==> src/hdl/swe_cfg.svh <==
// offsets, field positions, reset values and counts of the sleep/wake controller
`ifndef SWE_CFG_SVH
`define SWE_CFG_SVH
`define SWE_ADDR_W        8
`define SWE_EXC_COUNT     7
`define SWE_EXC_BASE      8'h00
`define SWE_EXC_LAST      8'h18
`define SWE_CTRL_OFF      8'h20
`define SWE_STATUS_OFF    8'h24
`define SWE_CAUSE_OFF     8'h28
`define SWE_EXC_FOUR_IDX  3'h4
`define SWE_EXC_FOUR_WMSK 32'h00001601
`define SWE_EXC_RESET     32'h00000000
`define SWE_CTRL_LIGHT    0
`define SWE_CTRL_DEEP     1
`define SWE_WAKE_MAGIC    0
`define SWE_WAKE_TIMER    1
`define SWE_WAKE_IRQ      2
`define SWE_WAKE_W        3
`define SWE_RESP_OKAY     2'h0
`define SWE_RESP_SLVERR   2'h2
`endif

==> src/hdl/swe_pkg.sv <==
// types of the sleep/wake controller
package swe_pkg;
  typedef enum logic [1:0] {
    SWE_RUN   = 2'h0,
    SWE_LIGHT = 2'h1,
    SWE_DEEP  = 2'h3,
    SWE_WAKE  = 2'h2
  } swe_state_e;
  typedef logic [31:0] swe_word_t;
endpackage : swe_pkg

==> src/hdl/swe_sleep_wake_ctrl.sv <==
// sleep/wake run control with per-block exception masks on AXI4-Lite
//
// Design decisions made here: the address map and the AXI4-Lite register port.
`timescale 1ns/100ps
`include "swe_cfg.svh"
// Contract
// - light sleep gates clocks except excepted blocks
// - deep sleep removes core, cache, block power
// - magic packet, timer or interrupt wakes
// - set mask bit keeps block clocked, powered
// - four bit 12 keeps RAM, protection powered
// - four bit 10 keeps debug blocks powered
// - four bit 9 keeps GPIO controllers powered
// - four bit 0 keeps DDR powered
module swe_sleep_wake_ctrl
  import swe_pkg::*;
(
  // clock and reset
  input  wire logic          clk_sys,
  input  wire logic          rst,
  // axi4-lite write address
  input  wire logic [7:0]    s_axi_awaddr,
  input  wire logic          s_axi_awvalid,
  output logic               s_axi_awready,
  // axi4-lite write data
  input  wire logic [31:0]   s_axi_wdata,
  input  wire logic [3:0]    s_axi_wstrb,
  input  wire logic          s_axi_wvalid,
  output logic               s_axi_wready,
  // axi4-lite write response
  output logic [1:0]         s_axi_bresp,
  output logic               s_axi_bvalid,
  input  wire logic          s_axi_bready,
  // axi4-lite read
  input  wire logic [7:0]    s_axi_araddr,
  input  wire logic          s_axi_arvalid,
  output logic               s_axi_arready,
  output logic [31:0]        s_axi_rdata,
  output logic [1:0]         s_axi_rresp,
  output logic               s_axi_rvalid,
  input  wire logic          s_axi_rready,
  // wake pins: magic packet, timer, interrupt
  input  wire logic [2:0]    wakePin,
  // block clock and power enables
  output logic [223:0]       ipClockOn,
  output logic [223:0]       ipPowerOn,
  output logic               coreClockOn,
  output logic               corePowerOn,
  output logic [1:0]         sleepState
);
  // ****************************************************************
  // registers and wires
  // ****************************************************************
  swe_word_t       excMask_reg [0:`SWE_EXC_COUNT-1];
  swe_state_e      state_reg;
  swe_state_e      state_next;
  logic [2:0]      cause_reg;
  logic [2:0]      cause_next;
  logic [2:0]      wakeLevel;
  logic [7:0]      awAddr_reg;
  logic [31:0]     wData_reg;
  logic [3:0]      wStrb_reg;
  logic            awHave_reg;
  logic            wHave_reg;
  logic            awFire;
  logic            wFire;
  logic            arFire;
  logic            doWrite;
  logic [7:0]      wrAddr;
  logic [31:0]     wrData;
  logic [3:0]      wrStrb;
  logic [31:0]     wrMerged;
  logic            wrExc;
  logic [2:0]      wrIdx;
  logic            wrCtrl;
  logic            wrCause;
  logic            wrOk;
  logic            rdExc;
  logic [2:0]      rdIdx;
  logic            rdOk;
  logic [31:0]     rdWord;
  logic            reqLight;
  logic            reqDeep;
  logic            wakeAny;
  logic [223:0]    maskFlat;
  logic [223:0]    clock_next;
  logic [223:0]    power_next;

  // ****************************************************************
  // helper functions
  // ****************************************************************
  function automatic logic isExc(input logic [7:0] addr);
    isExc = (addr >= `SWE_EXC_BASE) && (addr <= `SWE_EXC_LAST) && (addr[1:0] == 2'h0);
  endfunction : isExc

  function automatic logic [2:0] excIdx(input logic [7:0] addr);
    excIdx = addr[4:2];
  endfunction : excIdx

  function automatic logic [31:0] strbMerge(input logic [31:0] oldV,
                                            input logic [31:0] newV,
                                            input logic [3:0]  strb);
    logic [31:0] res;
    res = oldV;
    for (int b = 0; b < 4; b++) begin
      if (strb[b]) begin
        res[b*8 +: 8] = newV[b*8 +: 8];
      end
    end
    strbMerge = res;
  endfunction : strbMerge

  // ****************************************************************
  // wake pin synchroniser
  // ****************************************************************
  swe_pin_sync #(
    .WIDTH (`SWE_WAKE_W)
  ) u_wake_sync (
    .clk_sys  (clk_sys),
    .rst      (rst),
    .pinIn    (wakePin),
    .levelOut (wakeLevel)
  );

  // ****************************************************************
  // bus decode
  // ****************************************************************
  assign awFire   = s_axi_awvalid & s_axi_awready;
  assign wFire    = s_axi_wvalid & s_axi_wready;
  assign arFire   = s_axi_arvalid & s_axi_arready;
  assign wrAddr   = awHave_reg ? awAddr_reg : s_axi_awaddr;
  assign wrData   = wHave_reg ? wData_reg : s_axi_wdata;
  assign wrStrb   = wHave_reg ? wStrb_reg : s_axi_wstrb;
  assign doWrite  = (awHave_reg | awFire) & (wHave_reg | wFire) & ~s_axi_bvalid;
  assign wrExc    = isExc(wrAddr);
  assign wrIdx    = excIdx(wrAddr);
  assign wrCtrl   = (wrAddr == `SWE_CTRL_OFF);
  assign wrCause  = (wrAddr == `SWE_CAUSE_OFF);
  assign wrOk     = wrExc | wrCtrl | wrCause | (wrAddr == `SWE_STATUS_OFF);
  assign wrMerged = strbMerge(excMask_reg[wrIdx], wrData, wrStrb);
  assign reqLight = doWrite & wrCtrl & wrStrb[0] & wrData[`SWE_CTRL_LIGHT];
  assign reqDeep  = doWrite & wrCtrl & wrStrb[0] & wrData[`SWE_CTRL_DEEP];
  assign rdExc    = isExc(s_axi_araddr);
  assign rdIdx    = excIdx(s_axi_araddr);
  assign rdOk     = rdExc | (s_axi_araddr == `SWE_CTRL_OFF)
                  | (s_axi_araddr == `SWE_STATUS_OFF) | (s_axi_araddr == `SWE_CAUSE_OFF);
  assign rdWord   = rdExc ? excMask_reg[rdIdx]
                  : (s_axi_araddr == `SWE_STATUS_OFF) ? {30'h0, state_reg}
                  : (s_axi_araddr == `SWE_CAUSE_OFF) ? {29'h0, cause_reg}
                  : 32'h00000000;

  // ****************************************************************
  // sleep state machine
  // ****************************************************************
  assign wakeAny = |wakeLevel;

  always_comb begin
    state_next = state_reg;
    unique case (state_reg)
      SWE_RUN: begin
        if (reqDeep) begin
          state_next = SWE_DEEP;
        end else if (reqLight) begin
          state_next = SWE_LIGHT;
        end
      end
      SWE_LIGHT, SWE_DEEP: begin
        if (wakeAny) begin
          state_next = SWE_WAKE;
        end
      end
      SWE_WAKE: begin
        state_next = SWE_RUN;
      end
    endcase
  end

  // sticky wake cause, set beats a write-one clear
  assign cause_next = ((state_reg == SWE_LIGHT || state_reg == SWE_DEEP) ? wakeLevel : 3'h0)
                    | (cause_reg & ~((doWrite & wrCause & wrStrb[0]) ? wrData[2:0] : 3'h0));

  // ****************************************************************
  // clock and power enables
  // ****************************************************************
  always_comb begin
    for (int r = 0; r < `SWE_EXC_COUNT; r++) begin
      maskFlat[r*32 +: 32] = excMask_reg[r];
    end
  end

  // mask bits keep blocks alive while asleep; wake and run enable all
  assign clock_next = (state_next == SWE_LIGHT || state_next == SWE_DEEP)
                    ? maskFlat : {224{1'b1}};
  assign power_next = (state_next == SWE_DEEP)
                    ? maskFlat : {224{1'b1}};

  always_ff @(posedge clk_sys or posedge rst) begin
    if (rst) begin
      state_reg   <= SWE_RUN;
      cause_reg   <= 3'h0;
      ipClockOn   <= {224{1'b1}};
      ipPowerOn   <= {224{1'b1}};
      coreClockOn <= 1'b1;
      corePowerOn <= 1'b1;
      sleepState  <= 2'h0;
    end else begin
      state_reg   <= state_next;
      cause_reg   <= cause_next;
      ipClockOn   <= clock_next;
      ipPowerOn   <= power_next;
      coreClockOn <= (state_next == SWE_RUN) || (state_next == SWE_WAKE);
      corePowerOn <= (state_next != SWE_DEEP);
      sleepState  <= state_next;
    end
  end

  // ****************************************************************
  // exception mask registers
  // ****************************************************************
  always_ff @(posedge clk_sys or posedge rst) begin
    if (rst) begin
      for (int r = 0; r < `SWE_EXC_COUNT; r++) begin
        excMask_reg[r] <= `SWE_EXC_RESET;
      end
    end else if (doWrite && wrExc) begin
      if (wrIdx == `SWE_EXC_FOUR_IDX) begin
        excMask_reg[wrIdx] <= wrMerged & `SWE_EXC_FOUR_WMSK;
      end else begin
        excMask_reg[wrIdx] <= wrMerged;
      end
    end
  end

  // ****************************************************************
  // axi4-lite write channels
  // ****************************************************************
  always_ff @(posedge clk_sys or posedge rst) begin
    if (rst) begin
      awHave_reg    <= 1'b0;
      wHave_reg     <= 1'b0;
      awAddr_reg    <= 8'h00;
      wData_reg     <= 32'h00000000;
      wStrb_reg     <= 4'h0;
      s_axi_awready <= 1'b0;
      s_axi_wready  <= 1'b0;
      s_axi_bvalid  <= 1'b0;
      s_axi_bresp   <= `SWE_RESP_OKAY;
    end else begin
      if (doWrite) begin
        awHave_reg    <= 1'b0;
        wHave_reg     <= 1'b0;
        s_axi_awready <= 1'b0;
        s_axi_wready  <= 1'b0;
        s_axi_bvalid  <= 1'b1;
        s_axi_bresp   <= wrOk ? `SWE_RESP_OKAY : `SWE_RESP_SLVERR;
      end else begin
        if (awFire) begin
          awHave_reg    <= 1'b1;
          awAddr_reg    <= s_axi_awaddr;
          s_axi_awready <= 1'b0;
        end else if (!awHave_reg && !s_axi_bvalid) begin
          s_axi_awready <= 1'b1;
        end
        if (wFire) begin
          wHave_reg    <= 1'b1;
          wData_reg    <= s_axi_wdata;
          wStrb_reg    <= s_axi_wstrb;
          s_axi_wready <= 1'b0;
        end else if (!wHave_reg && !s_axi_bvalid) begin
          s_axi_wready <= 1'b1;
        end
        if (s_axi_bvalid && s_axi_bready) begin
          s_axi_bvalid <= 1'b0;
        end
      end
    end
  end

  // ****************************************************************
  // axi4-lite read channels
  // ****************************************************************
  always_ff @(posedge clk_sys or posedge rst) begin
    if (rst) begin
      s_axi_arready <= 1'b0;
      s_axi_rvalid  <= 1'b0;
      s_axi_rdata   <= 32'h00000000;
      s_axi_rresp   <= `SWE_RESP_OKAY;
    end else begin
      if (arFire) begin
        s_axi_arready <= 1'b0;
        s_axi_rvalid  <= 1'b1;
        s_axi_rdata   <= rdWord;
        s_axi_rresp   <= rdOk ? `SWE_RESP_OKAY : `SWE_RESP_SLVERR;
      end else if (s_axi_rvalid && s_axi_rready) begin
        s_axi_rvalid  <= 1'b0;
        s_axi_arready <= 1'b1;
      end else if (!s_axi_rvalid) begin
        s_axi_arready <= 1'b1;
      end
    end
  end
endmodule : swe_sleep_wake_ctrl

==> src/hdl/swe_pin_sync.sv <==
// three-stage pin synchroniser with agreement filter
`timescale 1ns/100ps
module swe_pin_sync
  import swe_pkg::*;
#(
  parameter int WIDTH = 3
) (
  // clock and reset
  input  wire logic             clk_sys,
  input  wire logic             rst,
  // pins and filtered levels
  input  wire logic [WIDTH-1:0] pinIn,
  output logic      [WIDTH-1:0] levelOut
);
  logic [WIDTH-1:0] stage1_reg;
  logic [WIDTH-1:0] stage2_reg;
  logic [WIDTH-1:0] stage3_reg;
  logic [WIDTH-1:0] agree;
  logic [WIDTH-1:0] level_next;

  assign agree      = ~(stage2_reg ^ stage3_reg);
  assign level_next = (agree & stage3_reg) | (~agree & levelOut);

  always_ff @(posedge clk_sys or posedge rst) begin
    if (rst) begin
      stage1_reg <= '0;
      stage2_reg <= '0;
      stage3_reg <= '0;
      levelOut   <= '0;
    end else begin
      stage1_reg <= pinIn;
      stage2_reg <= stage1_reg;
      stage3_reg <= stage2_reg;
      levelOut   <= level_next;
    end
  end
endmodule : swe_pin_sync

==> config.mk <==
export PLATFORM = sky130hd
export DESIGN_NAME = swe_sleep_wake_ctrl
export DESIGN_NICKNAME = d
export VERILOG_FILES = /design/src/hdl/swe_pkg.sv /design/src/hdl/swe_sleep_wake_ctrl.sv /design/src/hdl/swe_pin_sync.sv
export VERILOG_INCLUDE_DIRS = /design/src /design/src/hdl
export SDC_FILE = /design/constraint.sdc
export NUM_CORES = 2
export LEC_CHECK = 0
export ABC_CLOCK_PERIOD_IN_PS = 60600
export BUFFER_PORTS_ARGS = -buffer_cell sky130_fd_sc_hd__buf_2
export CAP_MARGIN = 30
export CELL_PAD_IN_SITES_DETAIL_PLACEMENT = 1
export CELL_PAD_IN_SITES_GLOBAL_PLACEMENT = 2
export CORE_ASPECT_RATIO = 1.75
export CORE_UTILIZATION = 35
export CTS_BUF_LIST = sky130_fd_sc_hd__clkbuf_4
export DETAILED_ROUTE_END_ITERATION = 12
export PLACE_DENSITY_LB_ADDON = 0.15
export SYNTH_ARGS = -nofsm -noshare
export SYNTH_HDL_FRONTEND = slang
export SYNTH_SLANG_ARGS = --single-unit
==> constraint.sdc <==
create_clock -name clk_sys -period 60.6 [get_ports clk_sys]
set_input_delay 3.03 -clock clk_sys [delete_from_list [all_inputs] [get_ports clk_sys]]
set_output_delay 3.03 -clock clk_sys [all_outputs]
set_load 0.03 [all_outputs]
==> flow_summary.toml <==
[run_status]
outcome = "completed"

[critical_path]
crit_path_end_kind = "register"
crit_slowest_cell = "nand3b_1"
crit_path_max_incr_delay_ns = 0.81
path_cells = "buf_2, nand3b_1, o22a_1, a41oi_1, a21oi_1, mux2_1"
critPathBufInv = 1
critPathTopFamily = "compound AO/OA/AOI/OAI gates"
worst-endpoint-required_ns = 61.59
worstSetupPathType = "in -> reg"
critPathMaxFanout = 32
cp-startpoint = "s_axi_awaddr[2]"
worstSetupStartpointType = "input port"
timing.rr.start = "awHave_reg"
arrival_ns = 6.54

[route]
ant_nets = 0
avgViaCountPerCell = 5.221
num_vias = 23330
routedWlPerCell_um = 29.38
drtIter0Drc = 1172
drc = 0
routed_wl_mm = 131.3
first_pass_iters = 5

[grt]
grt_pass1_vias = 25910
grt_pass1_wl_mm = 187.2
grt_max_degree = 118
antenna_found_initial = 6
grt_overflow = 0
grt_util_all_layers_pct = 28.52

[sta]
clock.fmax_mhz = 180.3
rsz0062_at_grt = "no"
skew_ns = 0.07872
tns_ns = 0
drv_slew = 0
period_needed_ns = 5.546
fin_crit_sh_pct = 9.151
finalSetupViolations = 0
hold_violations = 0
worst_pin_slew_ns = 1.021
maxSlewHeadroom_pct = 31.51
whs_ns = 0.3650

[clocking]
cts_made_buffers = 190
clock_sinks = 776
cts_resized = 0
cts_hold_buf = 0
clk_latency_ns = 1.14
cts_max_level = 4
clk_pin_slew_ns = 0.07
cts_setup_buffers = 0
cts_buffer_depth = 3
root_buffer = "clkbuf_4"
tritoncts = "done"

[pwr]
leakagePower_nw = 15.90
p_total_mw = 1.453
p_per_area_nw_per_um2 = 37.44
seqPwrFrac_pct = 44.3
p_switching_mw = 0.5366
vdd_drop_max_uv = 19.80
p_sw_share_pct = 36.93
combPwrFrac_pct = 25.1
internal-power_mw = 0.9165
clock_power_share_pct = 30.6

[finish]
nFillCells = 9762
drive_gt1_share_pct = 49.79
finish.net_count = 3176
syn_to_final_growth_pct = 20.41

[die]
ioPinCount = 555
initial_utilization_pct = 35.50
core_um2 = 90790
die_w_um = 231.4
rows = 146
die_h_um = 403.4
die-area_um2 = 93350

[placed_design]
place_congestion = 0.9218
dp.final_hpwl_mm = 95.79
port_buffers = 552

[logic_synthesis]
synth.distinct_cells = 71
synth_top_area_share_pct = 36.69
synth_area_um2 = 32230
synth_area_leaders = "dfstp_2 (37%), dfrtp_1 (25%), nand2b_1 (8.5%)"
syn_inst = 2473
yosysMostFrequentCell = "dfstp_2"
seq_area_frac_synth_pct = 62.00
ys.flop_type = "dfstp_2"
synth_area_per_cell_um2 = 13.03
yosysTopAreaCell = "dfstp_2"
synth-edff-count = 0
ys_warn_count = 0
ys_ff_latch = 776
async_flop_share_pct = 100.0
synth_commonest_cells = "dfstp_2 (450), nand2b_1 (436), dfrtp_1 (326)"

[worst_hold_path]
hp-start = "u_wake_sync.stage1_reg[0]"
min_path_type = "reg -> reg"

[run]
cap_violations = 0
-- area by class of cell --
class / instances / area, µm² / share of cell area [%]
multi-input cells: 1516 / 11340 / 29.22
clock inverters: 76 / 409.1 / 1.054
inverters: 16 / 67.56 / 0.1741
flip-flops and latches: 776 / 19980 / 51.49
clock buffers: 276 / 2072 / 5.339
diodes: 11 / 27.53 / 0.07093
repair buffers: 614 / 3426 / 8.828
well taps: 1184 / 1481 / 3.818
-- worst register-to-register path, stage by stage, from the launching register on --
cell	delay, ns
dfrtp_1	0.58
buf_4	0.49
mux2i_4	0.30
buf_4	0.65
nand2_1	0.73
nor4_4	0.38
buf_4	0.52
mux2_2	0.42
-- logic make-up after synthesis --
logic type               share of synthesized area [%]
AND/OR/NAND/NOR                                  13.81
flip-flops                                       62.00
AO/OA/AOI/OAI                                    7.815
multiplexers                                     13.32
buffers and inverters                            2.951
adder cells (fa/ha/maj)                        0.09318
other                                          0.01164
-- final timing paths --
path | to | slack [ns] | depth (start not counted)
min in group asynchronous | excMask_reg[52] | 2.05 | 2
min reg2reg | u_wake_sync.stage2_reg[0] | 0.37 | 0
max reg2reg | excMask_reg[22] | 56.41 | 7
min | u_wake_sync.stage2_reg[0] | 0.37 | 0
max in group asynchronous | ipPowerOn[37] | 55.94 | 7
max | excMask_reg[114] | 55.05 | 6
-- per-layer routing --
layer / track usage, % / vias up / part of all wire (%)
li1: - / 9947 / -
met1: 28.37 / 12090 / 33
met2: 50.86 / 965 / 53
met3: 6.412 / 333 / 5.6
met4: 22.17 / 0 / 8.3
met5: 0 / - / 0
-- power by group through the flow --
stage | Sequential, mW | Clock (mW) | Combinational (mW)
after global routing | 0.649 | 0.485 | 0.380
after floorplan | 0.604 | 0 | 0.230
after global placement | 0.650 | 0 | 0.349
final | 0.644 | 0.445 | 0.364
after CTS | 0.645 | 0.461 | 0.362
after detailed placement | 0.653 | 0 | 0.361
-- cell usage in the layout, fill, tap and decap left out, types with 18 or more instances in the layout --
master / count
mux2_2: 185
o31ai_1: 19
mux2i_1: 130
buf_2: 556
buf_4: 47
o21ai_0: 132
clkbuf_4: 276
nor2b_1: 23
nor2_1: 26
a41oi_1: 18
a32oi_1: 28
or3_1: 23
nand2_1: 188
mux4_2: 35
a21oi_1: 47
a211oi_1: 18
dfstp_2: 450
nand2b_1: 436
dfrtp_1: 325
and2_1: 29
clkinv_1: 54
-- per-stage QoR --
stage               util (%)  cell area, µm²  std cells  setup WS [ns]
detailed placement     39.88           36210       4102          53.96
finish                 42.74           38810       4469          55.05
floorplan                  -           32230       2474          36.53
global placement       39.62           35970       4088          54.11
global route           42.73           38800       4465          55.24
CTS                    42.62           38690       4454          55.21
(Power assumes the default switching activity.)
